==> config.mk <==
export PLATFORM = sky130hd
export DESIGN_NAME = i2sp_port
export DESIGN_NICKNAME = d
export VERILOG_FILES = /design/src/core/i2sp_pkg.sv /design/src/core/i2sp_line_if.sv /design/src/core/i2sp_port.sv /design/src/core/i2sp_sync.sv
export VERILOG_INCLUDE_DIRS = /design/src /design/src/core
export SDC_FILE = /design/constraint.sdc
export NUM_CORES = 1
export LEC_CHECK = 0
export BUFFER_PORTS_ARGS = -buffer_cell sky130_fd_sc_hd__buf_2
export CORE_MARGIN = 2
export CORE_UTILIZATION = 50
export CTS_BUF_LIST = sky130_fd_sc_hd__clkbuf_16
export DETAILED_ROUTE_END_ITERATION = 16
export PLACE_DENSITY = 0.73
export SETUP_SLACK_MARGIN = 0.05
export SLEW_MARGIN = 10
export SYNTH_ARGS = -nofsm -noshare
export SYNTH_HDL_FRONTEND = slang
export SYNTH_SLANG_ARGS = --single-unit
==> constraint.sdc <==
create_clock -name pclk -period 3.1 [get_ports pclk]
set_clock_uncertainty 0.05 [all_clocks]
set_input_delay 0.465 -clock pclk [delete_from_list [all_inputs] [get_ports pclk]]
set_output_delay 0.465 -clock pclk [all_outputs]
set_load 0.01 [all_outputs]
==> src/core/i2sp_defines.svh <==
// Register offsets, field positions, reset values and timing figures of the two-wire status and data port.
// Assumes a 10 MHz pclk; included by bare name from the port and the bench.
`ifndef I2SP_DEFINES_SVH
`define I2SP_DEFINES_SVH

// Byte addresses of the registers on the APB.
`define I2SP_OFS_OWN_ADDR 8'h00
`define I2SP_OFS_CONTROL  8'h04
`define I2SP_OFS_STATUS   8'h08
`define I2SP_OFS_DATA     8'h0C
`define I2SP_OFS_CONTROL2 8'h10

// Control register fields.
`define I2SP_CTL_EN   7
`define I2SP_CTL_IE   6
`define I2SP_CTL_MS   5
`define I2SP_CTL_TX   4
`define I2SP_CTL_TXAK 3
`define I2SP_CTL_RSTA 2
`define I2SP_CTL_WMASK 8'hF9
`define I2SP_CTL_RST   8'h00

// Second control register fields.
`define I2SP_CT2_GENERAL_CALL_ACCEPT  7
`define I2SP_CT2_WMASK 8'h80

// Status register fields and reset value.
`define I2SP_ST_TCF  7
`define I2SP_ST_ADDRESSED_AS_SLAVE_FLAG 6
`define I2SP_ST_BB   5
`define I2SP_ST_AL   4
`define I2SP_ST_SRW  2
`define I2SP_ST_IIF  1
`define I2SP_ST_RECEIVED_ACK_FLAG 0
`define I2SP_ST_TCF_RST 1'b1

// Own address reset and the general call address.
`define I2SP_OWN_RST 7'h00
`define I2SP_GENERAL_CALL 7'h00

// Bit counter marks: eight data bits, then the acknowledge clock.
`define I2SP_BIT_ACK  4'h8
`define I2SP_BIT_DONE 4'h9
`define I2SP_BIT_LAST 4'h7

// Timing: pclk period and the serial clock half-period timer load, both in ns; each generated half lasts one pclk longer.
`define I2SP_PCLK_NS     100
`define I2SP_SCL_HALF_NS 400

`endif

==> src/core/i2sp_pkg.sv <==
// Types shared by the two-wire status and data port.
// Assumes nothing beyond the defines header.
package i2sp_pkg;

	// Master sequencer states, Gray coded along idle, start, hold, clocking.
	typedef enum logic [2:0] {
		I2SP_M_IDLE  = 3'h0,
		I2SP_M_START = 3'h1,
		I2SP_M_HOLD  = 3'h3,
		I2SP_M_CLK   = 3'h2,
		I2SP_M_RS    = 3'h6,
		I2SP_M_STOP1 = 3'h7,
		I2SP_M_STOP2 = 3'h5
	} i2sp_mstate_type;

endpackage

==> src/core/i2sp_line_if.sv <==
// Raw and synchronised levels of the two bus lines.
// Assumes the raw levels come straight from the pins, outside the pclk domain.
interface i2sp_line_if;
	logic scl_raw;
	logic sda_raw;
	logic scl_sync;
	logic sda_sync;

	modport sync_mp (input scl_raw, input sda_raw, output scl_sync, output sda_sync);
	modport core_mp (output scl_raw, output sda_raw, input scl_sync, input sda_sync);
endinterface

==> src/core/i2sp_port.sv <==
// Status flags, data port and byte engine of a multi-master two-wire bus interface, reached over APB.
// Assumes open-drain SCL/SDA pins with external pull-ups, and pclk at 10 MHz.
//
// Added by the designer: register access over APB and the register addresses.
`include "i2sp_defines.svh"

// Functional notes
// - Transfer complete clears in transfer, sets ninth fall.
// - Own address or enabled general call sets addressed.
// - Any control register write clears addressed flag.
// - START sets bus busy; STOP clears it.
// - Four arbitration loss cases set lost flag.
// - Lost flag clears only by writing one.
// - Slave direction holds calling address R/W bit.
// - Lost, complete or addressed sets interrupt flag.
// - Interrupt request is flag and enable together.
// - Interrupt flag clears only by writing one.
// - Received acknowledge captures SDA at ninth clock.
// - Reserved status bit always reads zero.
// - Master transmit write sends byte, MSB first.
// - Master receive read starts next byte.
// - Addressed slave: same write and read launches.
// - Access starts transfer only in matching direction.
// - Data read returns last received byte.
// - Master select rise starts, fall stops bus.
module i2sp_port #(
	parameter int HALF_CYC = `I2SP_SCL_HALF_NS / `I2SP_PCLK_NS
) (
	input  wire logic        pclk,
	input  wire logic        presetn,
	input  wire logic        psel,
	input  wire logic        penable,
	input  wire logic        pwrite,
	input  wire logic [7:0]  paddr,
	input  wire logic [31:0] pwdata,
	output logic      [31:0] prdata,
	output logic             pready,
	output logic             pslverr,
	output logic             irq,
	input  wire logic        scl_in,
	output logic             scl_out,
	output logic             scl_oe,
	input  wire logic        sda_in,
	output logic             sda_out,
	output logic             sda_oe
);

	i2sp_line_if line ();

	logic [7:0]  ctrl_ff;
	logic [7:0]  nxt_ctrl;
	logic        general_call_accept_ff;
	logic [6:0]  own_ff;
	logic        scl_q_ff;
	logic        sda_q_ff;
	logic [3:0]  bit_ff;
	logic [7:0]  sh_ff;
	logic [7:0]  rx_data_ff;
	logic        xfer_ff;
	logic        tx_byte_ff;
	logic        addr_ph_ff;
	logic        match_ff;
	logic        data_low_ff;
	logic        slv_on_ff;
	logic        slv_hold_ff;
	logic        srw_ff;
	logic        received_ack_flag_ff;
	logic        tcf_ff;
	logic        addressed_as_slave_flag_ff;
	logic        bb_ff;
	logic        al_ff;
	logic        iif_ff;
	logic        scl_low_ff;
	logic        cond_low_ff;
	logic [7:0]  timer_ff;
	logic [31:0] prdata_ff;
	logic        pslverr_ff;
	i2sp_pkg::i2sp_mstate_type mstate_ff;
	logic [7:0]  status_w;
	logic        scl_s;
	logic        sda_s;
	logic        en;
	logic        is_ms;
	logic        wr;
	logic        rd;
	logic        wr_ctrl;
	logic        wr_stat;
	logic        data_wr;
	logic        data_rd;
	logic        scl_rise;
	logic        scl_fall;
	logic        start_det;
	logic        stop_det;
	logic        ms_rise;
	logic        ms_fall;
	logic        rsta_req;
	logic        al_ev;
	logic        al_lose;
	logic        ready_w;
	logic        tx_go;
	logic        rx_go;
	logic        go;
	logic        done_w;
	logic        tcf_set;
	logic        addressed_as_slave_flag_set;
	logic        t_zero;
	logic        mapped;
	logic [6:0]  addr_in;

	// Pins pass the synchroniser before anything looks at them.
	assign line.scl_raw = scl_in;
	assign line.sda_raw = sda_in;
	assign scl_s        = line.scl_sync;
	assign sda_s        = line.sda_sync;

	i2sp_sync u_sync (
		.pclk    (pclk),
		.presetn (presetn),
		.line    (line)
	);

	// APB decode; the slave never inserts wait states.
	assign wr       = psel & penable & pwrite;
	assign rd       = psel & penable & ~pwrite;
	assign wr_ctrl  = wr & (paddr == `I2SP_OFS_CONTROL);
	assign wr_stat  = wr & (paddr == `I2SP_OFS_STATUS);
	assign data_wr  = wr & (paddr == `I2SP_OFS_DATA);
	assign data_rd  = rd & (paddr == `I2SP_OFS_DATA);
	assign mapped   = (paddr == `I2SP_OFS_OWN_ADDR) | (paddr == `I2SP_OFS_CONTROL) | (paddr == `I2SP_OFS_STATUS) |
	                  (paddr == `I2SP_OFS_DATA) | (paddr == `I2SP_OFS_CONTROL2);
	assign pready   = 1'b1;
	assign prdata   = prdata_ff;
	assign pslverr  = pslverr_ff & psel & penable;

	// Line events, seen on the synchronised levels against their previous values.
	assign scl_rise  = scl_s & ~scl_q_ff;
	assign scl_fall  = ~scl_s & scl_q_ff;
	assign start_det = scl_s & scl_q_ff & sda_q_ff & ~sda_s;
	assign stop_det  = scl_s & scl_q_ff & ~sda_q_ff & sda_s;

	assign en       = ctrl_ff[`I2SP_CTL_EN];
	assign is_ms    = ctrl_ff[`I2SP_CTL_MS];
	assign ms_rise  = wr_ctrl & pwdata[`I2SP_CTL_MS] & ~is_ms;
	assign ms_fall  = wr_ctrl & ~pwdata[`I2SP_CTL_MS] & is_ms;
	assign rsta_req = wr_ctrl & pwdata[`I2SP_CTL_RSTA];

	// Arbitration loss: master drove high but saw low, busy-bus start, slave restart, stray stop.
	assign al_ev = en & ((ms_rise & bb_ff) | (rsta_req & ~is_ms) |
	               (stop_det & is_ms & (mstate_ff != i2sp_pkg::I2SP_M_STOP1) &
	                (mstate_ff != i2sp_pkg::I2SP_M_STOP2)) |
	               (scl_rise & xfer_ff & is_ms & ~data_low_ff & ~sda_s &
	                (tx_byte_ff ? (bit_ff < `I2SP_BIT_ACK) : (bit_ff == `I2SP_BIT_ACK))));
	assign al_lose = al_ev & is_ms;

	// A data access launches a byte only when the direction select matches it.
	assign ready_w = ~xfer_ff & ((is_ms & (mstate_ff == i2sp_pkg::I2SP_M_HOLD)) | (~is_ms & slv_on_ff));
	assign tx_go   = en & data_wr & ctrl_ff[`I2SP_CTL_TX] & ready_w;
	assign rx_go   = en & data_rd & ~ctrl_ff[`I2SP_CTL_TX] & ready_w;
	assign go      = tx_go | rx_go;

	// The byte ends on the falling edge of its ninth clock.
	assign done_w   = en & ~al_lose & xfer_ff & scl_fall & (bit_ff == `I2SP_BIT_DONE);
	assign tcf_set  = done_w & (~addr_ph_ff | match_ff);
	assign addressed_as_slave_flag_set = done_w & addr_ph_ff & match_ff;
	assign addr_in  = sh_ff[6:0];                 // Seven address bits are in when the direction bit arrives.

	assign status_w = {tcf_ff, addressed_as_slave_flag_ff, bb_ff, al_ff, 1'b0, srw_ff, iif_ff, received_ack_flag_ff};
	assign irq      = iif_ff & ctrl_ff[`I2SP_CTL_IE];
	assign scl_out  = 1'b0;
	assign sda_out  = 1'b0;
	assign scl_oe   = scl_low_ff | slv_hold_ff;
	assign sda_oe   = data_low_ff | cond_low_ff;
	assign t_zero   = (timer_ff == 8'h00);

	// Previous line levels for edge detection.
	always_ff @(posedge pclk or negedge presetn) begin
		if (!presetn) begin
			scl_q_ff <= 1'b1;
			sda_q_ff <= 1'b1;
		end else begin
			scl_q_ff <= scl_s;
			sda_q_ff <= sda_s;
		end
	end

	// Control registers; losing arbitration drops master select without a stop.
	always_comb begin
		nxt_ctrl = ctrl_ff;
		if (wr_ctrl) begin
			nxt_ctrl = pwdata[7:0] & `I2SP_CTL_WMASK;
		end
		if (al_lose | (ms_rise & bb_ff)) begin
			nxt_ctrl[`I2SP_CTL_MS] = 1'b0;
		end
	end

	always_ff @(posedge pclk or negedge presetn) begin
		if (!presetn) begin
			ctrl_ff <= `I2SP_CTL_RST;
			general_call_accept_ff <= 1'b0;
			own_ff  <= `I2SP_OWN_RST;
		end else begin
			ctrl_ff <= nxt_ctrl;
			if (wr & (paddr == `I2SP_OFS_CONTROL2)) begin
				general_call_accept_ff <= pwdata[`I2SP_CT2_GENERAL_CALL_ACCEPT];
			end
			if (wr & (paddr == `I2SP_OFS_OWN_ADDR)) begin
				own_ff <= pwdata[7:1];
			end
		end
	end

	// Read data is captured in the setup cycle; the data port returns the last received byte.
	always_ff @(posedge pclk or negedge presetn) begin
		if (!presetn) begin
			prdata_ff  <= 32'h0000_0000;
			pslverr_ff <= 1'b0;
		end else if (psel & ~penable) begin
			pslverr_ff <= ~mapped;
			unique case (paddr)
				`I2SP_OFS_OWN_ADDR: prdata_ff <= {24'h00_0000, own_ff, 1'b0};
				`I2SP_OFS_CONTROL:  prdata_ff <= {24'h00_0000, ctrl_ff};
				`I2SP_OFS_STATUS:   prdata_ff <= {24'h00_0000, status_w};
				`I2SP_OFS_DATA:     prdata_ff <= {24'h00_0000, rx_data_ff};
				`I2SP_OFS_CONTROL2: prdata_ff <= {24'h00_0000, general_call_accept_ff, 7'h00};
				default:            prdata_ff <= 32'h0000_0000;
			endcase
		end
	end

	// Byte engine shared by master and slave; it follows the observed clock edges.
	always_ff @(posedge pclk or negedge presetn) begin
		if (!presetn) begin
			xfer_ff     <= 1'b0;
			bit_ff      <= 4'h0;
			sh_ff       <= 8'h00;
			tx_byte_ff  <= 1'b0;
			addr_ph_ff  <= 1'b0;
			match_ff    <= 1'b0;
			data_low_ff <= 1'b0;
			rx_data_ff  <= 8'h00;
			received_ack_flag_ff     <= 1'b1;
			slv_on_ff   <= 1'b0;
			slv_hold_ff <= 1'b0;
			srw_ff      <= 1'b0;
		end else if (!en || al_lose || stop_det) begin
			xfer_ff     <= 1'b0;
			bit_ff      <= 4'h0;
			addr_ph_ff  <= 1'b0;
			data_low_ff <= 1'b0;
			slv_on_ff   <= 1'b0;
			slv_hold_ff <= 1'b0;
		end else if (start_det && !is_ms) begin
			xfer_ff     <= 1'b1;
			bit_ff      <= 4'h0;
			tx_byte_ff  <= 1'b0;
			addr_ph_ff  <= 1'b1;
			match_ff    <= 1'b0;
			data_low_ff <= 1'b0;
			slv_on_ff   <= 1'b0;
			slv_hold_ff <= 1'b0;
		end else if (go) begin
			xfer_ff     <= 1'b1;
			bit_ff      <= 4'h0;
			tx_byte_ff  <= tx_go;
			slv_hold_ff <= 1'b0;                 // Releasing the stretched clock lets the master go on.
			if (tx_go) begin
				sh_ff       <= pwdata[7:0];
				data_low_ff <= ~pwdata[7];
			end
		end else if (xfer_ff && scl_rise) begin
			if (bit_ff < `I2SP_BIT_ACK) begin
				sh_ff  <= {sh_ff[6:0], sda_s};
				bit_ff <= bit_ff + 4'h1;
				if (addr_ph_ff && bit_ff == `I2SP_BIT_LAST) begin
					match_ff <= (addr_in == own_ff) | (general_call_accept_ff & (addr_in == `I2SP_GENERAL_CALL));
				end
			end else if (bit_ff == `I2SP_BIT_ACK) begin
				bit_ff <= `I2SP_BIT_DONE;
				if (tx_byte_ff) begin
					received_ack_flag_ff <= sda_s;
				end
			end
		end else if (xfer_ff && scl_fall) begin
			if (bit_ff == `I2SP_BIT_DONE) begin
				xfer_ff     <= 1'b0;
				bit_ff      <= 4'h0;
				data_low_ff <= 1'b0;
				addr_ph_ff  <= 1'b0;
				if (!tx_byte_ff && !addr_ph_ff) begin
					rx_data_ff <= sh_ff;
				end
				if (addr_ph_ff && match_ff) begin
					srw_ff    <= sh_ff[0];
					slv_on_ff <= 1'b1;
				end
				slv_hold_ff <= ~is_ms & (slv_on_ff | (addr_ph_ff & match_ff));
			end else if (bit_ff == `I2SP_BIT_ACK) begin
				// Address matches are always acknowledged; data follows the acknowledge select.
				data_low_ff <= ~tx_byte_ff & (addr_ph_ff ? match_ff : ~ctrl_ff[`I2SP_CTL_TXAK]);
			end else if (bit_ff != 4'h0) begin
				data_low_ff <= tx_byte_ff & ~sh_ff[7];
			end
		end
	end

	// Status flags; a hardware set wins over a software clear in the same cycle.
	always_ff @(posedge pclk or negedge presetn) begin
		if (!presetn) begin
			tcf_ff  <= `I2SP_ST_TCF_RST;
			addressed_as_slave_flag_ff <= 1'b0;
			bb_ff   <= 1'b0;
			al_ff   <= 1'b0;
			iif_ff  <= 1'b0;
		end else begin
			if (tcf_set) begin
				tcf_ff <= 1'b1;
			end else if (go || (start_det && !is_ms)) begin
				tcf_ff <= 1'b0;
			end
			if (addressed_as_slave_flag_set) begin
				addressed_as_slave_flag_ff <= 1'b1;
			end else if (wr_ctrl) begin
				addressed_as_slave_flag_ff <= 1'b0;
			end
			if (start_det) begin
				bb_ff <= 1'b1;
			end else if (stop_det) begin
				bb_ff <= 1'b0;
			end
			if (al_ev) begin
				al_ff <= 1'b1;
			end else if (wr_stat && pwdata[`I2SP_ST_AL]) begin
				al_ff <= 1'b0;
			end
			if (al_ev || tcf_set || addressed_as_slave_flag_set) begin
				iif_ff <= 1'b1;
			end else if (wr_stat && pwdata[`I2SP_ST_IIF]) begin
				iif_ff <= 1'b0;
			end
		end
	end

	// Master sequencer: start, clocking of each byte, repeated start and stop.
	always_ff @(posedge pclk or negedge presetn) begin
		if (!presetn) begin
			mstate_ff   <= i2sp_pkg::I2SP_M_IDLE;
			timer_ff    <= 8'h00;
			scl_low_ff  <= 1'b0;
			cond_low_ff <= 1'b0;
		end else if (!en || al_lose) begin
			mstate_ff   <= i2sp_pkg::I2SP_M_IDLE;
			scl_low_ff  <= 1'b0;
			cond_low_ff <= 1'b0;
		end else begin
			if (!t_zero) begin
				timer_ff <= timer_ff - 8'h01;
			end
			unique case (mstate_ff)
				i2sp_pkg::I2SP_M_IDLE: begin
					if (ms_rise && !bb_ff) begin
						cond_low_ff <= 1'b1;
						timer_ff    <= 8'(HALF_CYC);
						mstate_ff   <= i2sp_pkg::I2SP_M_START;
					end
				end
				i2sp_pkg::I2SP_M_START: begin
					// SDA stays low until the first bit; releasing it as SCL falls could pass for a stop.
					if (t_zero) begin
						scl_low_ff  <= 1'b1;
						mstate_ff   <= i2sp_pkg::I2SP_M_HOLD;
					end
				end
				i2sp_pkg::I2SP_M_HOLD: begin
					if (go) begin
						cond_low_ff <= 1'b0;
						timer_ff  <= 8'(HALF_CYC);
						mstate_ff <= i2sp_pkg::I2SP_M_CLK;
					end else if (rsta_req) begin
						scl_low_ff <= 1'b0;
						timer_ff   <= 8'(HALF_CYC);
						mstate_ff  <= i2sp_pkg::I2SP_M_RS;
					end else if (ms_fall) begin
						cond_low_ff <= 1'b1;
						timer_ff    <= 8'(HALF_CYC);
						mstate_ff   <= i2sp_pkg::I2SP_M_STOP1;
					end
				end
				i2sp_pkg::I2SP_M_CLK: begin
					if (done_w) begin
						scl_low_ff <= 1'b1;
						mstate_ff  <= i2sp_pkg::I2SP_M_HOLD;
					end else if (t_zero) begin
						scl_low_ff <= ~scl_low_ff;
						timer_ff   <= 8'(HALF_CYC);
					end
				end
				i2sp_pkg::I2SP_M_RS: begin
					if (t_zero) begin
						cond_low_ff <= 1'b1;
						timer_ff    <= 8'(HALF_CYC);
						mstate_ff   <= i2sp_pkg::I2SP_M_START;
					end
				end
				i2sp_pkg::I2SP_M_STOP1: begin
					if (t_zero) begin
						scl_low_ff <= 1'b0;
						timer_ff   <= 8'(HALF_CYC);
						mstate_ff  <= i2sp_pkg::I2SP_M_STOP2;
					end
				end
				i2sp_pkg::I2SP_M_STOP2: begin
					if (t_zero) begin
						cond_low_ff <= 1'b0;         // SDA rising while SCL is high is the stop.
						mstate_ff   <= i2sp_pkg::I2SP_M_IDLE;
					end
				end
				default: begin
					mstate_ff <= i2sp_pkg::I2SP_M_IDLE;
				end
			endcase
		end
	end

	// Checks on the flags and the data port.
	a_rsvd_zero: assert property (@(posedge pclk) disable iff (!presetn)
		(psel && !penable && paddr == `I2SP_OFS_STATUS) |=> prdata_ff[3] == 1'b0)
		else $error("Reserved status bit read as one.");
	a_irq_follows: assert property (@(posedge pclk) disable iff (!presetn)
		($rose(iif_ff) && ctrl_ff[`I2SP_CTL_IE]) |-> irq)
		else $error("Interrupt request missing with flag and enable set.");
	a_al_hold: assert property (@(posedge pclk) disable iff (!presetn)
		(al_ff && wr_stat && !pwdata[`I2SP_ST_AL]) |=> al_ff)
		else $error("Arbitration lost flag cleared by a zero write.");
	a_iif_hold: assert property (@(posedge pclk) disable iff (!presetn)
		(iif_ff && !(wr_stat && pwdata[`I2SP_ST_IIF])) |=> iif_ff)
		else $error("Interrupt flag cleared without a one write.");
	a_done_flags: assert property (@(posedge pclk) disable iff (!presetn)
		tcf_set |=> (tcf_ff && iif_ff))
		else $error("Byte end did not set complete and interrupt flags.");
	a_ctrl_clears: assert property (@(posedge pclk) disable iff (!presetn)
		(wr_ctrl && !addressed_as_slave_flag_set) |=> !addressed_as_slave_flag_ff)
		else $error("Control write left the addressed flag set.");
	a_bus_busy: assert property (@(posedge pclk) disable iff (!presetn)
		(start_det |=> bb_ff) and (stop_det && !start_det |=> !bb_ff))
		else $error("Bus busy flag does not follow start and stop.");
	a_tx_msb: assert property (@(posedge pclk) disable iff (!presetn)
		tx_go |=> (sda_oe == ~$past(pwdata[7])))
		else $error("Transmit did not put the most significant bit on the line.");
	a_dir_gate: assert property (@(posedge pclk) disable iff (!presetn)
		(data_rd && ctrl_ff[`I2SP_CTL_TX] && !data_wr) |=> !$rose(xfer_ff) || $past(start_det))
		else $error("Data read launched a byte in transmit mode.");

endmodule

==> src/core/i2sp_sync.sv <==
// Two-flip-flop synchronisers for the serial clock and data lines.
// Assumes pclk and an asynchronous active-low reset; lines idle high.
module i2sp_sync (
	input  wire logic     pclk,
	input  wire logic     presetn,
	i2sp_line_if.sync_mp  line
);

	logic [1:0] meta_ff;
	logic [1:0] sync_ff;

	// The first stage is read only by the second; both reset to the idle high level.
	always_ff @(posedge pclk or negedge presetn) begin
		if (!presetn) begin
			meta_ff <= 2'h3;
			sync_ff <= 2'h3;
		end else begin
			meta_ff <= {line.scl_raw, line.sda_raw};
			sync_ff <= meta_ff;
		end
	end

	assign line.scl_sync = sync_ff[1];
	assign line.sda_sync = sync_ff[0];

endmodule

; ---- Word-level counts from Yosys, hierarchy flattened
; Index checks and enable logic that the tools add are counted.
[totals]
elab_cells = 325
out_inout_bits = 39
latch_bits = 0
mem_bits_ro = 0
memories = 0
in_bits = 47
regBits = 100
ram_bits = 0
[classes]
multipliers = 0
n_mux = 98
n_div = 0
eq_ne = 35
n_reduce_logical = 61
addsub = 2
bitwise_logic = 97
shifts = 0
order_cmp = 1
[ops]
columns = cell, n
row1 = $mux 8, 11
row2 = $mux 1, 63
row3 = $and 1x1->1, 58
row4 = $pmux 8 s5, 1
row5 = $mux 4, 8
row6 = $pmux 8 s4, 1
row7 = $mux 3, 10
row8 = $reduce_and 7->1, 4
row9 = $ne 3x3->1 const B, 9
row10 = $not 1->1, 24
row11 = $reduce_bool 2->1, 12
row12 = $pmux 3 s7, 1
row13 = $reduce_bool 5->1, 4
row14 = $eq 8x4->1 const B, 2
row15 = $logic_not 8->1, 2
row16 = $or 1x1->1, 15
row17 = $reduce_and 5->1, 3
row18 = $reduce_and 6->1, 2
row19 = $reduce_bool 4->1, 3
row20 = $eq 3x3->1 const B, 3
row21 = $logic_and 1x1->1, 9
row22 = $reduce_bool 3->1, 3
row23 = $eq 4x4->1 const B, 2
row24 = $eq 8x3->1 const B, 1
row25 = other kinds (28), 43

; ---- Depth between registers and ports, before layout
[depth]
depth_word = 20
ltp_mapped = 11
ltp_nobuf = 10

; ---- Hierarchy
; From an unflattened synthesis, not the netlist that was laid out.
[hier_totals]
hier_cells = 486
hier_area_um2 = 4605.7
[by_module_without_submodules]
columns = module, cells_per_inst, instances, seq_area_each_um2, area_each_um2
row1 = i2sp_port, 482, 1, 1806.7, 4500.6
row2 = i2sp_sync, 4, 1, 105.1, 105.1

; ---- Worst setup path after synthesis
; No wires, ideal clock.
[synth_timing]
path_type = flip-flop to flip-flop
start = register timer_ff[0]
end = register timer_ff[0]
setup_ps = 87
t_required_ps = 2963
arrival_ps = 2424
path_buffers = 1
path_slack_ps = 538
synth_period_minus_slack_ps = 2562
path_stages_with_launch = 11
cell_sequence = dfrtp_1 -> inv_1 -> ha_1 -> nor4b_1 -> and2_1 -> clkbuf_1 -> inv_1 -> ha_1 -> o311ai_0 -> a21oi_1 -> a22oi_1
[synth_between]
elab_chain_len = 6
elab_cells_between_ends = 10
cone_classes = 1 x add/sub / 8 x mux / 1 x reduce/logical
[synth_rtl]
columns = item, line
row1 = "start, declared", i2sp_port.sv:75  ; logic [7:0] timer_ff;
row2 = "start signal, assigned", i2sp_port.sv:357  ; timer_ff <= timer_ff - 8'h01;
row3 = "start signal, assigned", i2sp_port.sv:363  ; timer_ff <= 8'(HALF_CYC);
row4 = "start signal, assigned", i2sp_port.sv:377  ; timer_ff <= 8'(HALF_CYC);
row5 = $sub 8x1->8 or $logic_not 8->1 (tied branches), "i2sp_port.sv:357, i2sp_port.sv:173"
row6 = $mux 8, i2sp_port.sv:356  ; if (!t_zero) begin
row7 = $mux 8, i2sp_port.sv:383  ; end else if (ms_fall) begin
row8 = $mux 8, i2sp_port.sv:379  ; end else if (rsta_req) begin
row9 = $mux 8, i2sp_port.sv:375  ; if (go) begin
row10 = $pmux 8 s4 (*), i2sp_port.sv:359  ; unique case (mstate_ff)
; Mark *: on every way between the ends. The rest lies on a longest branch, timed or not.
; A chain may end at the register's enable or synchronous reset.

; ---- Worst setup path in the final report
; Ends and elaborated chain as after synthesis.

==> summary.md <==
| Metric | Value |
|---|---|
| Placed insts | `~600` |
| Initial DRC count | `approximately 370` |
| Synth area leaders | `dfrtp_1 38%, nand2_1 5.6%, mux2_2 5.0%` |
| Data arrival time of the worst path | `between 2 and 3 ns` |
| Async SR Flop Fraction | `1.00` |
| CP startpoint kind | `register` |
| WHS Path Cells | `1` |
| Cells on worst reg2reg path | `9` |
| Slew Limit Headroom | `0.362` |
| Max-Cap Viols | `0` |
| GRT Total Usage | `0.234` |
| Post-synth cell types | `63` |
| P_leak | `2.27 nW` |
| VDD IR max | `approximately 320 µV` |
| Initial antenna violation count | `0` |
| Fmax | `approximately 370 MHz` |
| Width of the die | `roughly 99 µm` |
| H-tree Lvls | `3` |
| Top_reg_cell synth | `dfrtp_1` |
| Vias in the first global route | `~3500` |
| RR Startpoint | `timer_ff[0]$_DFFE_PN0N_` |
| Reg2Reg Setup Slack | `roughly 0.41 ns` |
| Total Routed Length | `11100 µm` |
| Post-synth top area cell | `dfrtp_1` |
| DRC | `0` |
| Worst min-delay path class | `primary input to register` |
| CP Capture Point | `timer_ff[0]$_DFFE_PN0N_` |
| Yosys top cell area share | `0.378` |
| Run status | `complete, no violations` |
| CTS buffer count | `9` |
| Vias | `around 3800` |
| Pwr Density | `~600 nW/µm²` |
| Crit Path Max Fanout | `8` |
| Global-route wire length before repair | `18100 µm` |
| Top Ports | `86` |
| Final setup TNS | `0 ns` |
| Post-synthesis sequential area ratio | `0.424` |
| Max-slew violations | `0` |
| Yosys warns | `0` |
| Slew @ Worst Pin | `around 0.96 ns` |
| Mapped Cells | `485` |
| Worst Path Class, Setup | `register to register` |
| Setup-failing EPs final | `0` |
| Area post-placement | `4680 µm²` |
| Port buffer count | `34` |
| Fin crit share | `0.867` |
| Initial core utilization | `0.516` |
| # rows | `34` |
| Clk root buf | `clkbuf_16` |
| Clock Pin Slew Worst Setup and Hold Paths | `0.06 ns` |
| Largest net degree at the start of global routing | `77` |
| Yosys reg bits | `76` |
| Worst-Skew Late Latency | `between 0.3 and 0.4 ns` |
| Endpoint type of the worst setup path | `register` |
| Post-Layout Cell Count | `628` |
| DRT Pass-1 Iters | `5` |
| Ant diodes | `0` |
| RePlAce Congestion | `about 0.9` |
| Die area | `9780 µm²` |
| End of the worst register-to-register path | `timer_ff[0]$_DFFE_PN0N_` |
| Layout cell share with drive strength beyond 1 | `0.202` |
| Post-Syn Area | `4500 µm²` |
| PostCTS Resize Cnt | `0` |
| RSZ-0062 raised after global routing | `no` |
| TritonCTS clock tree | `done` |
| Post-CTS setup repair buffer count | `0` |
| Avg Inst Size Synth | `slightly above 9 µm²` |
| Hold path start | `scl_in` |
| Vert. Die Dim | `98.9 µm` |
| CORE AREA | `roughly 8700 µm²` |
| Final Cell Area | `4960 µm²` |
| Area grow syn2layout | `10.2%` |
| Post-synth EDFFs | `0` |
| Tmin final | `about 2.7 ns` |
| Critical path origin | `timer_ff[0]$_DFFE_PN0N_` |
| CP required | `about 3.3 ns` |
| # nets final | `~570` |
| Post-route ant nets | `0` |
| Drt via density | `6.03` |
| Worst Slack Setup Final | `0.414 ns` |
| Final Hold Fails | `0` |
| # hold bufs at CTS | `0` |
| Total grt overflow | `0` |
| Maximum clock path buffer count | `2` |
| Routed len/inst | `approximately 18 µm` |
| Pre-CTS setup slack | `around 0.47 ns` |
| HPWL Detailed | `slightly below 8000 µm` |
| CTS sink cnt | `76` |
-- worst max-delay path, cell delays in order, from the launching register on --
cell,delay (ns)
dfrtp_1,0.39
inv_1,0.10
ha_1,0.27
nor4b_1,0.32
and2_1,0.36
inv_1,0.15
ha_1,0.31
o311ai_0,0.34
a21oi_1,0.12
a22oi_1,0.19
-- worst min-delay path by stage --
stage	end	slack, ns
global placement	u_sync.sync_ff[0]$_DFF_PN1_	0.30
detailed placement	u_sync.sync_ff[0]$_DFF_PN1_	0.30
floorplan	addr_ph_ff$_DFFE_PN0P_	0.12
CTS	u_sync.meta_ff[1]$_DFF_PN1_	0.16
finish	u_sync.meta_ff[1]$_DFF_PN1_	0.17
global route	u_sync.meta_ff[1]$_DFF_PN1_	0.16
-- cells by family after synthesis --
logic type	Yosys count	synth area share
compound gates	108	0.160
xor+xnor	10	0.0194
fa+ha+maj	5	0.0139
buf+inv	62	0.0775
flops	76	0.424
mux	28	0.0761
other cells	2	0.00167
simple gates	194	0.227
-- flip-flops by register name, indices dropped and copies added, names as in the netlist, 2 cells and up --
register        flops
u_sync.sync_ff      2
mstate_ff           3
timer_ff            8
u_sync.meta_ff      2
rx_data_ff          8
own_ff              7
ctrl_ff             6
prdata              8
bit_ff              4
sh_ff               8
-- report_power, final --
part / switching [mW] / internal [mW]
logic: 0.346 / 0.297
registers: 0.201 / 1.13
clock network: 0.458 / 0.552
-- layer usage --
layer	vias to the layer above	GRT usage	wire length (µm)
met5	-	0	0
met4	0	0.0864	250
met2	164	0.374	5230
met1	1815	0.322	4880
li1	1781	-	-
met3	29	0.0376	755
-- cell usage after synthesis, types with 3 or more instances --
cell type   n
a211o_1     3
a211oi_1    4
a21o_1      4
a21oi_1    23
a22oi_1     3
a31oi_1    14
and2_1      3
and3_1      7
buf_4      29
clkbuf_1   19
dfrtp_1    68
dfstp_2     8
ha_1        5
inv_1      11
mux2_2     20
mux2i_1     5
mux4_2      3
nand2_1    67
nand2b_1    6
nand3_1    12
nand3b_1    5
nand4_1    14
nor2_1     30
nor2b_1     7
nor3_1      5
nor3b_1     3
nor4_1      4
nor4b_1     7
nor4bb_1    3
o211ai_1    4
o21ai_0    23
o31ai_1     9
or2_2       5
or3_1       4
or4_1       3
xnor2_1     6
xor2_1      4
-- through the flow --
| step | util | hold slack (ns) | total power, mW |
|---|---|---|---|
| 2_1_floorplan | - | 0.119 | 1.81 |
| 3_3_place_gp | 0.537 | 0.295 | 1.95 |
| 3_5_place_dp | 0.537 | 0.298 | 1.98 |
| 4_1_cts | 0.569 | 0.160 | 2.99 |
| 5_1_grt | 0.569 | 0.164 | 3.14 |
| 6_report | 0.569 | 0.168 | 2.99 |
-- cell usage in the layout, fill, tap and decap left out, types with 4 or more instances in the layout --
master and n:
nor4b_1 7, mux2_2 20, nor2b_1 7, nand2b_1 6, dfrtp_1 68, nand3_1 12, conb_1 27, o31ai_1 9
inv_1 11, nor4_1 4, buf_4 12, a21o_1 4, nor2_1 30, ha_1 5, o211ai_1 4, mux2i_1 5
dfstp_2 8, nand3b_1 5, nand2_1 67, xnor2_1 6, buf_2 33, a31oi_1 14, nor3_1 5, nand4_1 14
a211oi_1 4, xor2_1 4, or2_2 5, clkbuf_16 9, and3_1 7, a21oi_1 23, or3_1 4, o21ai_0 23
-- cell type report --
class,instances,area (µm²)
Fill cell,781,3760
Multi-Input combinational cell,372,2340
Sequential cell,76,1910
Timing Repair Buffer,45,255
Clock buffer,9,225
Tap cell,108,135
Clock inverter,7,57.6
Inverter,11,41.3
Power figures use the tool's default switching activity.
